## config.mk

```make
export PLATFORM = sky130hd
export DESIGN_NAME = ddc_regs
export DESIGN_NICKNAME = d
export VERILOG_FILES = /design/src/ddc_pkg.sv /design/src/ddc_regs.sv
export SDC_FILE = /design/constraint.sdc
export NUM_CORES = 1
export LEC_CHECK = 0
export BUFFER_PORTS_ARGS = -buffer_cell sky130_fd_sc_hd__buf_2
export CORE_MARGIN = 3
export CORE_UTILIZATION = 45
export DETAILED_ROUTE_END_ITERATION = 8
export PLACE_DENSITY = 0.73
export REMOVE_ABC_BUFFERS = 1
export SETUP_SLACK_MARGIN = 0.1
export SLEW_MARGIN = 20
export SYNTH_ARGS = -nofsm -noshare
export SYNTH_HDL_FRONTEND = slang
export SYNTH_SLANG_ARGS = --single-unit
```

## constraint.sdc

```tcl
create_clock -name aclk -period 2.9 [get_ports aclk]
set_clock_uncertainty 0.2 [all_clocks]
set_input_delay 0.29 -clock aclk [delete_from_list [all_inputs] [get_ports aclk]]
set_output_delay 0.29 -clock aclk [all_outputs]
set_load 0.02 [all_outputs]
```

## src/ddc_pkg.sv

```systemverilog
package ddc_pkg;
	// Register indices; byte address is four times the index
	localparam logic [7:0] IDX_SLICE     = 8'h4f;
	localparam logic [7:0] IDX_ECC_CFG   = 8'h50;
	localparam logic [7:0] IDX_ERR_STAT  = 8'h51;
	localparam logic [7:0] IDX_RSVD      = 8'h52;
	localparam logic [7:0] IDX_PWB       = 8'h53;
	localparam logic [7:0] IDX_HOLE      = 8'h54;
	localparam logic [7:0] IDX_SMM       = 8'h55;
	localparam logic [7:0] IDX_SHAD_LO   = 8'h56;
	localparam logic [7:0] IDX_SHAD_HI   = 8'h57;
	localparam logic [7:0] REG_RESET     = 8'h00;
	localparam int         ADDR_W        = 12;
	localparam logic [1:0] RESP_OKAY     = 2'h0;
	localparam logic [1:0] RESP_SLVERR   = 2'h2;
	// Slice register fields
	localparam int         SLICE_AGP_LSB = 4;
	localparam int         SLICE_PCI_LSB = 0;
	// Error check configuration fields
	localparam int         ECC_SERR_LVL  = 6;
	localparam int         ECC_MB_EN     = 5;
	localparam int         ECC_SB_EN     = 4;
	localparam int         ECC_MODE      = 0;
	localparam logic [7:0] ECC_CFG_MASK  = 8'h71;
	// Error status fields
	localparam int         STAT_MB_ROW   = 5;
	localparam int         STAT_MB_FLAG  = 4;
	localparam int         STAT_SB_ROW   = 1;
	localparam int         STAT_SB_FLAG  = 0;
	// Posted write control fields
	localparam int         PWB_IDLE_LSB  = 6;
	localparam int         PWB_NO_OVL_WR = 5;
	localparam int         PWB_NO_OVL_RD = 4;
	localparam int         PWB_TMR_LSB   = 1;
	localparam int         PWB_IMMED     = 0;
	// Memory hole fields
	localparam int         HOLE_14M      = 5;
	localparam int         HOLE_15M      = 4;
	localparam int         HOLE_AB       = 3;
	localparam int         HOLE_80K      = 2;
	localparam logic [7:0] HOLE_MASK     = 8'h3c;
	// SMRAM mapping fields
	localparam int         SMM_SPLIT     = 4;
	localparam int         SMM_REG_LSB   = 2;
	localparam int         SMM_ANY       = 1;
	localparam int         SMM_MAP       = 0;
	localparam logic [7:0] SMM_MASK      = 8'h1f;
	localparam logic [1:0] SMM_D_TO_B    = 2'h0;
	localparam logic [1:0] SMM_AB_SELF   = 2'h1;
	localparam logic [1:0] SMM_3_TO_B    = 2'h2;
	// Address windows
	localparam logic [15:0] SEG_3        = 16'h0003;
	localparam logic [15:0] SEG_A        = 16'h000a;
	localparam logic [15:0] SEG_B        = 16'h000b;
	localparam logic [15:0] SEG_D        = 16'h000d;
	localparam logic [14:0] WIN_80K      = 15'h0004;
	localparam logic [13:0] WIN_SHADOW   = 14'h0003;
	localparam logic [11:0] WIN_14M      = 12'h00e;
	localparam logic [11:0] WIN_15M      = 12'h00f;
	localparam logic [31:0] TOP_15M      = 32'h00f0_0000;
	localparam logic [31:0] TOP_16M      = 32'h0100_0000;
	// Timing counts in clocks
	localparam int         IDLE_STEP     = 2;
	localparam logic [5:0] FLUSH_4       = 6'h04;
	localparam logic [5:0] FLUSH_8       = 6'h08;
	localparam logic [5:0] FLUSH_12      = 6'h0c;
	localparam logic [5:0] FLUSH_16      = 6'h10;
	localparam logic [5:0] FLUSH_32      = 6'h20;
	// Arbiter states
	typedef enum logic [1:0] {ARB_IDLE, ARB_AGP, ARB_PCI} ddc_arb_t;
endpackage

```

## src/ddc_regs.sv

```systemverilog
// Implementation choice: register access over AXI4-Lite.
`timescale 1ns/1ps
`default_nettype none
module ddc_regs
	import ddc_pkg::*;
(
	// Clock and reset
	input  wire logic                   aclk,
	input  wire logic                   aresetn,
	// AXI4-Lite write channels
	input  wire logic [ddc_pkg::ADDR_W-1:0] s_axi_awaddr,
	input  wire logic                   s_axi_awvalid,
	output logic                        s_axi_awready,
	input  wire logic [31:0]            s_axi_wdata,
	input  wire logic [3:0]             s_axi_wstrb,
	input  wire logic                   s_axi_wvalid,
	output logic                        s_axi_wready,
	output logic [1:0]                  s_axi_bresp,
	output logic                        s_axi_bvalid,
	input  wire logic                   s_axi_bready,
	// AXI4-Lite read channels
	input  wire logic [ddc_pkg::ADDR_W-1:0] s_axi_araddr,
	input  wire logic                   s_axi_arvalid,
	output logic                        s_axi_arready,
	output logic [31:0]                 s_axi_rdata,
	output logic [1:0]                  s_axi_rresp,
	output logic                        s_axi_rvalid,
	input  wire logic                   s_axi_rready,
	// DRAM requesters
	input  wire logic                   agp_req,
	input  wire logic                   pci_req,
	input  wire logic                   cmd_done,
	output logic                        agp_gnt,
	output logic                        pci_gnt,
	// DRAM error events
	input  wire logic                   err_parity,
	input  wire logic                   err_multi,
	input  wire logic                   err_single,
	input  wire logic [2:0]             err_row,
	output logic                        ecc_mode,
	output logic                        mb_check_en,
	output logic                        sb_check_en,
	output logic                        system_error_n,
	// Host clock gating
	input  wire logic                   gate_clk_en,
	input  wire logic                   cpu_idle,
	output logic                        host_clk_run,
	// Posted write buffer
	input  wire logic                   pwb_pending,
	input  wire logic                   pwb_write,
	output logic                        pwb_flush,
	output logic                        ovl_pci_wr_ok,
	output logic                        ovl_pci_rd_ok,
	// Address decode
	input  wire logic [31:0]            mem_addr,
	input  wire logic                   mem_read,
	input  wire logic [31:0]            dram_top,
	input  wire logic                   smm_active_n,
	input  wire logic                   code_data_indicator_n,
	output logic                        dram_local,
	output logic [31:0]                 dram_addr
);
	import ddc_pkg::*;

	logic [7:0]  slice;
	logic [7:0]  ecc_cfg;
	logic [7:0]  err_stat;
	logic [7:0]  pwb_ctl;
	logic [7:0]  hole;
	logic [7:0]  smm_cfg;
	logic [15:0] shadow;
	logic        wr_take;
	logic        rd_take;
	logic [7:0]  wr_idx;
	logic        wr_hit;
	logic        wr_byte;
	logic [7:0]  rd_idx;
	logic [7:0]  rd_val;
	logic        rd_hit;
	ddc_arb_t    arb;
	logic [3:0]  cmd_cnt;
	logic        last_agp;
	logic [3:0]  gnt_slice;
	logic        slice_end;
	logic        mb_evt;
	logic        sb_evt;
	logic        mb_clr;
	logic        sb_clr;
	logic        next_mb;
	logic        next_sb;
	logic [3:0]  idle_cnt;
	logic [3:0]  idle_lim;
	logic [5:0]  flush_cnt;
	logic [5:0]  flush_lim;
	logic [1:0]  smm_act_s;
	logic [1:0]  cd_s;
	logic        smm_ok;
	logic [15:0] seg;
	logic        next_local;
	logic [31:0] next_addr;

	// Bus handshake: one write and one read under way at a time
	assign wr_take       = s_axi_awvalid && s_axi_wvalid && !s_axi_bvalid;
	assign rd_take       = s_axi_arvalid && !s_axi_rvalid;
	assign s_axi_awready = wr_take;
	assign s_axi_wready  = wr_take;
	assign s_axi_arready = rd_take;
	assign wr_idx  = s_axi_awaddr[9:2];
	assign rd_idx  = s_axi_araddr[9:2];
	// Unmapped words must not alias onto a register through the index bits
	assign wr_byte = wr_take && wr_hit && s_axi_wstrb[0];

	// Unmapped words answer with SLVERR
	always_comb begin
		wr_hit = (s_axi_awaddr[ADDR_W-1:10] == '0)
			&& (wr_idx >= IDX_SLICE) && (wr_idx <= IDX_SHAD_HI);
		rd_hit = (s_axi_araddr[ADDR_W-1:10] == '0)
			&& (rd_idx >= IDX_SLICE) && (rd_idx <= IDX_SHAD_HI);
	end

	// Write response channel
	always_ff @(posedge aclk) begin
		if (!aresetn) begin
			s_axi_bvalid <= 1'b0;
			s_axi_bresp  <= RESP_OKAY;
		end else if (wr_take) begin
			s_axi_bvalid <= 1'b1;
			s_axi_bresp  <= wr_hit ? RESP_OKAY : RESP_SLVERR;
		end else if (s_axi_bready) begin
			s_axi_bvalid <= 1'b0;
		end
	end

	// Read mux; reserved bits read as zero
	always_comb begin
		case (rd_idx)
			IDX_SLICE:    rd_val = slice;
			IDX_ECC_CFG:  rd_val = ecc_cfg;
			IDX_ERR_STAT: rd_val = err_stat;
			IDX_PWB:      rd_val = pwb_ctl;
			IDX_HOLE:     rd_val = hole;
			IDX_SMM:      rd_val = smm_cfg;
			IDX_SHAD_LO:  rd_val = shadow[7:0];
			IDX_SHAD_HI:  rd_val = shadow[15:8];
			default:      rd_val = REG_RESET;
		endcase
	end

	// Read data channel
	always_ff @(posedge aclk) begin
		if (!aresetn) begin
			s_axi_rvalid <= 1'b0;
			s_axi_rdata  <= 32'h0;
			s_axi_rresp  <= RESP_OKAY;
		end else if (rd_take) begin
			s_axi_rvalid <= 1'b1;
			s_axi_rdata  <= {24'h0, rd_hit ? rd_val : REG_RESET};
			s_axi_rresp  <= rd_hit ? RESP_OKAY : RESP_SLVERR;
		end else if (s_axi_rready) begin
			s_axi_rvalid <= 1'b0;
		end
	end

	// Plain read/write configuration bytes
	always_ff @(posedge aclk) begin
		if (!aresetn) begin
			slice   <= REG_RESET;
			ecc_cfg <= REG_RESET;
			pwb_ctl <= REG_RESET;
			hole    <= REG_RESET;
			smm_cfg <= REG_RESET;
			shadow  <= {REG_RESET, REG_RESET};
		end else if (wr_byte) begin
			case (wr_idx)
				IDX_SLICE:   slice   <= s_axi_wdata[7:0];
				IDX_ECC_CFG: ecc_cfg <= s_axi_wdata[7:0] & ECC_CFG_MASK;
				IDX_PWB:     pwb_ctl <= s_axi_wdata[7:0];
				IDX_HOLE:    hole    <= s_axi_wdata[7:0] & HOLE_MASK;
				IDX_SMM:     smm_cfg <= s_axi_wdata[7:0] & SMM_MASK;
				IDX_SHAD_LO: shadow[7:0]  <= s_axi_wdata[7:0];
				IDX_SHAD_HI: shadow[15:8] <= s_axi_wdata[7:0];
				default:     ;
			endcase
		end
	end

	// Slice of the granted master, n meaning n+1 commands
	always_comb begin
		gnt_slice = (arb == ARB_AGP) ? slice[SLICE_AGP_LSB+:4]
			: slice[SLICE_PCI_LSB+:4];
		slice_end = cmd_done && (cmd_cnt == gnt_slice);
	end

	// DRAM grant: round robin between AGP and PCI
	always_ff @(posedge aclk) begin
		if (!aresetn) begin
			arb      <= ARB_IDLE;
			cmd_cnt  <= 4'h0;
			last_agp <= 1'b0;
		end else begin
			case (arb)
				ARB_IDLE: begin
					cmd_cnt <= 4'h0;
					if (agp_req && (!pci_req || !last_agp)) begin
						arb      <= ARB_AGP;
						last_agp <= 1'b1;
					end else if (pci_req) begin
						arb      <= ARB_PCI;
						last_agp <= 1'b0;
					end
				end
				ARB_AGP, ARB_PCI: begin
					if (slice_end || (arb == ARB_AGP ? !agp_req : !pci_req)) begin
						arb     <= ARB_IDLE;
						cmd_cnt <= 4'h0;
					end else if (cmd_done) begin
						cmd_cnt <= cmd_cnt + 4'h1;
					end
				end
				default: arb <= ARB_IDLE;
			endcase
		end
	end
	assign agp_gnt = (arb == ARB_AGP);
	assign pci_gnt = (arb == ARB_PCI);

	// Checking is off whenever its reporting enable is off
	assign ecc_mode    = ecc_cfg[ECC_MODE];
	assign mb_check_en = ecc_cfg[ECC_MB_EN];
	assign sb_check_en = ecc_cfg[ECC_SB_EN] && ecc_cfg[ECC_MODE];
	assign mb_evt = mb_check_en
		&& (ecc_mode ? err_multi : err_parity);
	assign sb_evt = sb_check_en && err_single;
	assign mb_clr = wr_byte && (wr_idx == IDX_ERR_STAT)
		&& s_axi_wdata[STAT_MB_FLAG];
	assign sb_clr = wr_byte && (wr_idx == IDX_ERR_STAT)
		&& s_axi_wdata[STAT_SB_FLAG];
	// A new error wins over a clear in the same cycle
	assign next_mb = mb_evt || (err_stat[STAT_MB_FLAG] && !mb_clr);
	assign next_sb = sb_evt || (err_stat[STAT_SB_FLAG] && !sb_clr);

	// Error status: rows only load while their flag is clear
	always_ff @(posedge aclk) begin
		if (!aresetn) begin
			err_stat <= REG_RESET;
		end else begin
			err_stat[STAT_MB_FLAG] <= next_mb;
			err_stat[STAT_SB_FLAG] <= next_sb;
			if (mb_evt && !err_stat[STAT_MB_FLAG])
				err_stat[STAT_MB_ROW+:3] <= err_row;
			if (sb_evt && !err_stat[STAT_SB_FLAG])
				err_stat[STAT_SB_ROW+:3] <= err_row;
		end
	end

	// System error: one clock pulse, or level until flags clear
	always_ff @(posedge aclk) begin
		if (!aresetn)
			system_error_n <= 1'b1;
		else if (ecc_cfg[ECC_SERR_LVL])
			system_error_n <= !(next_mb || next_sb);
		else
			system_error_n <= !(mb_evt || sb_evt);
	end

	// Idle clock count before the host clock may stop
	assign idle_lim = 4'((pwb_ctl[PWB_IDLE_LSB+:2] + 3'h1) * IDLE_STEP);
	always_ff @(posedge aclk) begin
		if (!aresetn)
			idle_cnt <= 4'h0;
		else if (!(gate_clk_en && cpu_idle))
			idle_cnt <= 4'h0;
		else if (idle_cnt != idle_lim)
			idle_cnt <= idle_cnt + 4'h1;
	end
	assign host_clk_run = !gate_clk_en || (idle_cnt != idle_lim);

	// Overlap permissions are active low in the register
	assign ovl_pci_wr_ok = !pwb_ctl[PWB_NO_OVL_WR];
	assign ovl_pci_rd_ok = !pwb_ctl[PWB_NO_OVL_RD];

	// Flush timer; reserved codes fall back to the longest wait
	always_comb begin
		case (pwb_ctl[PWB_TMR_LSB+:3])
			3'h0:    flush_lim = FLUSH_4;
			3'h1:    flush_lim = FLUSH_8;
			3'h2:    flush_lim = FLUSH_12;
			3'h6:    flush_lim = FLUSH_16;
			default: flush_lim = FLUSH_32;
		endcase
	end

	// Each new write restarts the idle count of the line
	always_ff @(posedge aclk) begin
		if (!aresetn) begin
			flush_cnt <= 6'h0;
			pwb_flush <= 1'b0;
		end else begin
			if (!pwb_pending || pwb_write)
				flush_cnt <= 6'h0;
			else if (flush_cnt != flush_lim)
				flush_cnt <= flush_cnt + 6'h1;
			pwb_flush <= pwb_pending && (pwb_ctl[PWB_IMMED]
				|| (!pwb_write && flush_cnt == flush_lim));
		end
	end

	// Pin synchronisers for the CPU status strobes
	always_ff @(posedge aclk) begin
		if (!aresetn) begin
			smm_act_s <= 2'h3;
			cd_s      <= 2'h3;
		end else begin
			smm_act_s <= {smm_act_s[0], smm_active_n};
			cd_s      <= {cd_s[0], code_data_indicator_n};
		end
	end

	// Address decode; SMRAM overrides the plain windows
	assign seg    = mem_addr[31:16];
	assign smm_ok = !smm_act_s[1] || smm_cfg[SMM_ANY];
	always_comb begin
		next_local = (mem_addr < dram_top);
		next_addr  = mem_addr;
		if (mem_addr[31:17] == WIN_80K)
			next_local = !hole[HOLE_80K];
		if (seg == SEG_A || seg == SEG_B)
			next_local = hole[HOLE_AB];
		if (mem_addr[31:18] == WIN_SHADOW)
			next_local = mem_read && shadow[mem_addr[17:14]];
		if (mem_addr[31:20] == WIN_14M)
			next_local = hole[HOLE_14M] && (dram_top > TOP_15M);
		if (mem_addr[31:20] == WIN_15M)
			next_local = hole[HOLE_15M] && (dram_top > TOP_16M);
		if (smm_cfg[SMM_MAP]) begin
			case (smm_cfg[SMM_REG_LSB+:2])
				SMM_D_TO_B: begin
					if (seg == SEG_D) begin
						next_local = smm_ok;
						next_addr  = {SEG_B, mem_addr[15:0]};
					end
				end
				SMM_AB_SELF: begin
					if (seg == SEG_A || seg == SEG_B)
						next_local = smm_ok && !(smm_cfg[SMM_SPLIT]
							&& cd_s[1]);
				end
				SMM_3_TO_B: begin
					if (seg == SEG_3) begin
						next_local = 1'b1;
						if (smm_ok)
							next_addr = {SEG_B, mem_addr[15:0]};
					end
				end
				default: ;
			endcase
		end
	end

	// Decode result one clock after the address
	always_ff @(posedge aclk) begin
		if (!aresetn) begin
			dram_local <= 1'b0;
			dram_addr  <= 32'h0;
		end else begin
			dram_local <= next_local;
			dram_addr  <= next_addr;
		end
	end

	// Checks
	AST_AGP_SLICE: assert property (@(posedge aclk) disable iff (!aresetn)
		(agp_gnt && cmd_done && cmd_cnt == slice[7:4]) |=> !agp_gnt)
		else $error("AGP grant outlived its slice");
	AST_PCI_SLICE: assert property (@(posedge aclk) disable iff (!aresetn)
		(pci_gnt && cmd_done && cmd_cnt == slice[3:0]) |=> !pci_gnt)
		else $error("PCI grant outlived its slice");
	AST_GNT_HOLD: assert property (@(posedge aclk) disable iff (!aresetn)
		(agp_gnt && agp_req && !slice_end) |=> agp_gnt)
		else $error("AGP grant dropped early");
	AST_SERR_PULSE: assert property (@(posedge aclk) disable iff (!aresetn)
		(!ecc_cfg[6] && !mb_evt && !sb_evt) |=> system_error_n)
		else $error("Pulse mode error held too long");
	AST_SERR_LEVEL: assert property (@(posedge aclk) disable iff (!aresetn)
		($past(ecc_cfg[6]) && ecc_cfg[6])
		|-> (system_error_n == !(err_stat[4] || err_stat[0])))
		else $error("Level mode error out of step with flags");
	AST_SB_GATE: assert property (@(posedge aclk) disable iff (!aresetn)
		(!(ecc_cfg[4] && ecc_cfg[0]) && !err_stat[0]) |=> !err_stat[0])
		else $error("Single-bit flag set while unchecked");
	AST_MB_SET: assert property (@(posedge aclk) disable iff (!aresetn)
		mb_evt |=> err_stat[4])
		else $error("Multi-bit flag missed an error");
	AST_ROW_KEEP: assert property (@(posedge aclk) disable iff (!aresetn)
		(err_stat[4] && !mb_clr) |=> $stable(err_stat[7:5]))
		else $error("First-error row overwritten");
	AST_PAGE_AB: assert property (@(posedge aclk) disable iff (!aresetn)
		((seg == SEG_A) && !smm_cfg[0]) |=> (dram_local == $past(hole[3])))
		else $error("Page A-B decode wrong");
	AST_FORCE_80K: assert property (@(posedge aclk) disable iff (!aresetn)
		(mem_addr[31:17] == WIN_80K) |=> (dram_local == !$past(hole[2])))
		else $error("80000h window decode wrong");
endmodule // ddc_regs
`default_nettype wire

```

After elaboration in Yosys (flattened, before gate mapping):

Index checks and enable logic that the tools add are counted.

* flip-flop bits (word level): 123
* input port bits: 147
* output and inout port bits: 84
* logic and storage cells: 197

* add/subtract/negate cells: 4
* order comparisons: 8
* eq/ne operators: 38
* multiplexer cells: 39
* bitwise operators: 1
* reduce and logical (&&, ||, !) cells: 81

Operators by type and width (count)
* equality test 8 x 7 -> 1 bit, second input constant: 16
* two-way mux 32 bit: 4
* one-hot mux 32 bit (2 select lines): 1
* one-hot mux 8 bit (8 select lines): 1
* equality test 16 x 4 -> 1 bit, second input constant: 3
* greater-than comparator 32 x 24 -> 1 bit, second input constant: 1
* greater-than comparator 32 x 25 -> 1 bit, second input constant: 1
* less-than comparator 32 bit: 1
* logical AND 1 bit: 29
* equality test 12 x 4 -> 1 bit, second input constant: 2
* one-hot mux 6 bit (4 select lines): 1
* AND reduction 2 bit: 11
* zero test 1 bit: 19
* two-way mux 1 bit: 19
* equality test 16 x 2 -> 1 bit, second input constant: 1
* greater-or-equal comparator 8 x 7 -> 1 bit, second input constant: 2
* <= comparator 8 x 7 -> 1 bit, second input constant: 2
* equality test 15 x 3 -> 1 bit, second input constant: 1
* equality test 14 x 2 -> 1 bit, second input constant: 1
* two-way mux 4 bit: 3
* logical OR 1 bit: 11
* two-way mux 2 bit: 5
* adder 4 x 1 -> 4 bit, second input constant: 2
* zero test 2 bit: 4
* other kinds (23): 30

Logic depth before layout (Yosys ltp):

* depth after elaboration: 13
* mapped depth: 9
* gate-level depth less buffers: 8

Worst setup path before layout:

OpenSTA, ideal clock, no wires.

* path kind: register to register
* from: register arb[1]
* to: register arb[1]
* library setup time: 0.131 ns
* arrival: 1.894 ns
* data required time: 2.569 ns
* path slack: 0.675 ns
* cell stages (with the launch flop): 10
* path buffers: 1
* period minus slack after synthesis: 2.225 ns
* path through: dfxtp_1 > inv_1 > ha_1 > buf_2 > mux2i_1 > xnor2_1 > nor2_1 > a41oi_1 > o21ai_0 > nor3b_1

* longest elaborated chain between the ends: 7
* elaborated cells on any way between the ends: 13
* those cells by class: 5 x eq/ne; 3 x mux; 5 x reduce/logical

Ends and longest elaborated chain
* from (decl): line ddc_regs.sv:80 `ddc_arb_t arb;`
* from (signal assigned): line ddc_regs.sv:197 `arb <= ARB_IDLE;`
* from (signal assigned): line ddc_regs.sv:205 `arb <= ARB_AGP;`
* from (signal assigned): line ddc_regs.sv:208 `arb <= ARB_PCI;`
* equality test 2 x 1 -> 1 bit (*)
* net agp_gnt: line ddc_regs.sv:33 `output logic agp_gnt,`
* two-way mux 4 bit: line ddc_regs.sv:189 `gnt_slice = (arb == ARB_AGP) ? slice[SLICE_AGP_LSB+:4]`
* equality test 4 bit: line ddc_regs.sv:191 `slice_end = cmd_done && (cmd_cnt == gnt_slice);`
* logical AND 1 bit: line ddc_regs.sv:191
* logical OR 1 bit: line ddc_regs.sv:213 `if (slice_end || (arb == ARB_AGP ? !agp_req : !pci_req)) begin`
* inequality test 2 bit (no source line)
* AND reduction 2 bit (no source line)

The timed path passes the listed nets; every way through them passes the cells marked *.
A chain may end at the register's enable or synchronous reset.

Worst setup path after layout:

* from: input port mem_addr[26]
* to: register dram_local

* longest elaborated chain between the ends: 9
* elaborated cells on any way between the ends: 20
* those cells by class: 1 x order compare; 8 x eq/ne; 10 x mux; 1 x reduce/logical

Ends and longest elaborated chain
* from (decl): line ddc_regs.sv:55 `input wire logic [31:0] mem_addr,`
* less-than comparator 32 bit, or another cell as far along: line ddc_regs.sv:323 `next_local = (mem_addr < dram_top);`
* two-way mux 1 bit or logical OR 1 bit (tied branches): line ddc_regs.sv:325, ddc_regs.sv:327, ddc_regs.sv:344
* two-way mux 1 bit: line ddc_regs.sv:327 `if (seg == SEG_A || seg == SEG_B)`
* two-way mux 1 bit: line ddc_regs.sv:329 `if (mem_addr[31:18] == WIN_SHADOW)`
* two-way mux 1 bit: line ddc_regs.sv:331 `if (mem_addr[31:20] == WIN_14M)`
* two-way mux 1 bit: line ddc_regs.sv:333 `if (mem_addr[31:20] == WIN_15M)`
* two-way mux 1 bit, on equally long branches: line ddc_regs.sv:349, ddc_regs.sv:338, ddc_regs.sv:344
* one-hot mux 1 bit (3 select lines): line ddc_regs.sv:336 `case (smm_cfg[SMM_REG_LSB+:2])`
* two-way mux 1 bit (*): line ddc_regs.sv:335 `if (smm_cfg[SMM_MAP]) begin`
* to (signal assigned): line ddc_regs.sv:366 `dram_local <= next_local;`
* to (decl): line ddc_regs.sv:60 `output logic dram_local,`

Every way passes the cells marked *; elsewhere a longest branch is shown, timed or not.

==> out/metrics.csv <==
stage,metric,value,unit
grt,largest net degree at the start of global routing,47,
sta,relative slew slack,0.581,
pwr,Sw Ratio,0.238,
min_path,HP Class,input pin to flop,
clock_tree,sink count of the clock tree,121,
pwr,PwrDens,535,nW/µm²
sta,Worst Max-Slew Pin Slew,0.620,ns
cells_and_area,n_diodes,0,
detailed_routing,DRT Wirelength,18.2,mm
pwr,leakage power,3.95,nW
detailed_routing,vias,6245,
clock_tree,Root Driver,clkbuf_16,
sta,maximum clock rate,0.385,GHz
setup_path,worst reg2reg path depth,8,
floorplanning,die area,16100,µm²
yosys,sequential area share after synthesis,0.369,
sta,final setup fails,0,
sta,setup TNS,0,ns
cells_and_area,nets@finish,1164,
yosys,Synth Register Bits,121,
setup_path,Buffers & Inverters on Critical Path,2,
placed_design,dpl hpwl,13.2,mm
clock_tree,setup bufs post-CTS,0,
min_path,Worst Hold Depth,3,
detailed_routing,# DRC,0,
setup_path,FF-to-FF setup slack,0.52,ns
pwr,Cell Int Power,3.52,mW
clock_tree,CTS tree,built,
setup_path,Critical Path AT,2.74,ns
yosys,syn_area_per_cell,8.65,µm²
detailed_routing,DRT antenna net count,0,
grt,initial antenna violation count,0,
grt,GR Layer Usage met2,0.370,
floorplanning,Die Width,127,µm
floorplanning,Die Height,127,µm
outcome,outcome,"finished, final reports clean",
yosys,mapped cell area,6570,µm²
run,Max-Cap Viols,0,
floorplanning,CORE AREA,14100,µm²
clock_tree,H-Tree Depth,4,
sta,unrepaired setup endpoints after global routing,false,
clock_tree,Clock transition at path regs,0.06,ns
cells_and_area,design area,8630,µm²
grt,"Most Used Layer, Global Route",met2,
detailed_routing,Vias/cell,5.33,
setup_path,RR Startpoint,arb[1],
floorplanning,Initial Utilization,0.466,
grt,vias in the first global route,5942,
grt,GRT met1 Usage,0.285,
grt,total global routing overflow,0,
setup_path,Worst Path Required,3.04,ns
placed_design,Port Buffers,173,
pwr,Worst VDD drop,0.357,mV
detailed_routing,Iter 0 DRT Violations,446,
min_path,WHS Endpoint,idle_cnt[2],
cells_and_area,footprint of the multi-input gates,3740,µm²
sta,Tmin final,2.60,ns
min_path,HP Start,cpu_idle,
setup_path,Worst path max stage delay,0.56,ns
clock_tree,worst-case clock buffer depth,2,
detailed_routing,per-cell routed wire length,15.5,µm
yosys,Post-synth EDFFs,0,
pwr,sequential power share,0.372,
cells_and_area,Fillers,1273,
setup_path,Crit Path Class,input pin to flop,
grt,first-pass GRT wire length,29.0,mm
floorplanning,cell row count,43,
cells_and_area,share of layout cells above drive strength 1,0.235,
detailed_routing,drt pass-1 iters,6,
pwr,P_sw,1.10,mW
yosys,Yosys cell types,67,
grt,met3 Track Usage GR,0.0539,
setup_path,worst-path maximum fanout,5,
setup_path,slowest CP cell,or4_1,
sta,fin crit share,0.895,
setup_path,startpoint types,input pin,
placed_design,gpl congestion,0.856,
setup_path,worst-path cell chain,"dlygate4sd3_1, buf_2, nor4_1, nand2_1, or4_1, o221ai_1, a32oi_1, o21ai_1",
placed_design,Post-DP Area,7490,µm²
yosys,Mapped Cells,760,
pwr,logic gate share of total power,0.119,
sta,final hold viol count,0,
pwr,Clk pwr share,0.509,
floorplanning,io pins,231,
grt,Global Route Usage Sum,0.223,
cells_and_area,area grow syn2layout,31.3,%
clock_tree,TritonCTS Buffers,17,
setup_path,r2r endpoint,arb[1],
setup_path,"delay-heaviest family, CP",simple AND/OR/NAND/NOR gates,
setup_path,endpoint type of the worst setup path,flop,
sta,final max-slew violation count,0,
yosys,YS warnings,0,
clock_tree,clock latency at the later pin of the worst-skew pair,0.42,ns
yosys,async set or reset register ratio after synthesis,0,
yosys,"Top FF cell, synth",dfxtp_1,
cells_and_area,Reg area,2420,µm²
## cells in the final DEF, fill, tap and decap left out, drive strengths merged, types with 4 or more instances in the layout
master / n
buf: 180
dfxtp: 121
nor2: 70
nand2: 64
mux2i: 53
inv: 51
dlygate4sd3: 47
a21oi: 45
o21ai: 41
ha: 39
and2: 32
nand3: 28
conb: 26
clkbuf: 21
nand4: 13
nor4: 13
nor3: 12
nand2b: 9
nor2b: 8
a31oi: 8
mux4: 7
nor3b: 7
o21a: 6
xor2: 5
xnor2: 5
a211oi: 5
or3: 5
bufinv: 5
a311oi: 4
nand3b: 4
a21o: 4
clkinv: 4
## power by group through the flow
stage | Sequential [mW] | Clock, mW | Combinational, mW
after floorplan | 1.79 | 0 | 0.227
after global placement | 1.75 | 0 | 0.483
after detailed placement | 1.75 | 0 | 0.491
after CTS | 1.72 | 2.38 | 0.544
after global routing | 1.72 | 2.46 | 0.604
final | 1.72 | 2.35 | 0.549
## cells by family after synthesis
group	Yosys count	synth area share
xor gates and xnor gates	10	0.0133
and+or+nand+nor	282	0.222
DFF	121	0.369
AOI/OAI and AO/OA	140	0.134
adders and majority gates	39	0.0742
buffers and inverters	104	0.0777
muxes	63	0.110
other	1	0.000571
## worst max path at each step
stage | startpoint | endpoint | slack [ns] | depth (start not counted)
floorplan | s_axi_awaddr[7] | shadow[0] | 0.47 | 6
global placement | mem_addr[30] | dram_local | 0.56 | 7
detailed placement | arb[1] | arb[1] | 0.52 | 8
CTS | pwb_ctl[6] | host_clk_run | 0.24 | 5
global route | mem_addr[26] | dram_local | 0.14 | 8
finish | mem_addr[26] | dram_local | 0.30 | 8
## per-stage QoR
| step | util | cells | hold slack [ns] | worst slack [ns] | power [mW] |
|---|---|---|---|---|---|
| finish | 0.612 | 1171 | 0.00891 | 0.304 | 4.62 |
| global route | 0.612 | 1171 | 0.00730 | 0.136 | 4.78 |
| CTS | 0.612 | 1171 | 0.000828 | 0.241 | 4.64 |
| detailed placement | 0.531 | 1092 | 0.210 | 0.519 | 2.24 |
| global placement | 0.531 | 1092 | 0.194 | 0.561 | 2.23 |
| floorplan | - | 732 | 0.163 | 0.470 | 2.02 |
## repair_timing
action,CTS,global route
gates resized for setup,0,1
endpoints found under the hold margin,61,0
hold buffers,47,0
setup endpoints to repair,0,1
## flip-flops by register name (all words and copies together) (netlist names), 2 cells and up
| signal | cells |
|---|---|
| dram_addr | 32 |
| shadow | 16 |
| err_stat | 8 |
| pwb_ctl | 8 |
| s_axi_rdata | 8 |
| slice | 8 |
| flush_cnt | 6 |
| smm_cfg | 5 |
| cmd_cnt | 4 |
| ecc_cfg | 4 |
| hole | 4 |
| idle_cnt | 4 |
| arb | 2 |
| cd_s | 2 |
| smm_act_s | 2 |
## cells in the mapped netlist, types with 4 or more instances
| cell type | instances | area share |
|---|---|---|
| buf_4 | 29 | 0.033 |
| or3_1 | 5 | 0.0048 |
| o21ai_0 | 40 | 0.030 |
| nand2b_1 | 9 | 0.0086 |
| xor2_1 | 5 | 0.0067 |
| nor3_1 | 11 | 0.0084 |
| a21o_1 | 4 | 0.0046 |
| o21a_1 | 6 | 0.0069 |
| mux4_2 | 7 | 0.024 |
| nand2_1 | 64 | 0.037 |
| mux2i_1 | 53 | 0.081 |
| nor4_1 | 13 | 0.012 |
| a211oi_1 | 5 | 0.0057 |
| clkbuf_1 | 17 | 0.0097 |
| nor2b_1 | 8 | 0.0076 |
| nor3b_1 | 6 | 0.0069 |
| a21oi_1 | 45 | 0.034 |
| xnor2_1 | 5 | 0.0067 |
| nand4_1 | 13 | 0.012 |
| ha_1 | 39 | 0.074 |
| nor2_1 | 69 | 0.039 |
| and2_1 | 31 | 0.030 |
| nand3_1 | 27 | 0.021 |
| a31oi_1 | 8 | 0.0076 |
| dfxtp_1 | 121 | 0.37 |
| nand3b_1 | 4 | 0.0046 |
| a311oi_1 | 4 | 0.0053 |
| inv_1 | 51 | 0.029 |
## area by class of cell
type,count,area share
Timing Repair Buffer,227,0.161
Tap cell,180,0.0261
Multi-Input combinational cell,560,0.433
Clock buffer,21,0.0545
Clock inverter,11,0.0223
Inverter,51,0.0222
Sequential cell,121,0.281
## layer usage
layer	wire, µm	up-vias
li1	-	3084
met1	7840	2894
met2	8760	231
met3	1160	36
met4	405	0
met5	0	-
## worst register-to-register path, stage by stage (launching register included)
cell     delay [ns]
dfxtp_1        0.31
inv_1          0.08
ha_1           0.36
mux2i_1        0.28
xnor2_1        0.14
nor2_1         0.05
a41oi_1        0.52
o21ai_0        0.15
nor3b_1        0.16
(Power assumes the default switching activity.)
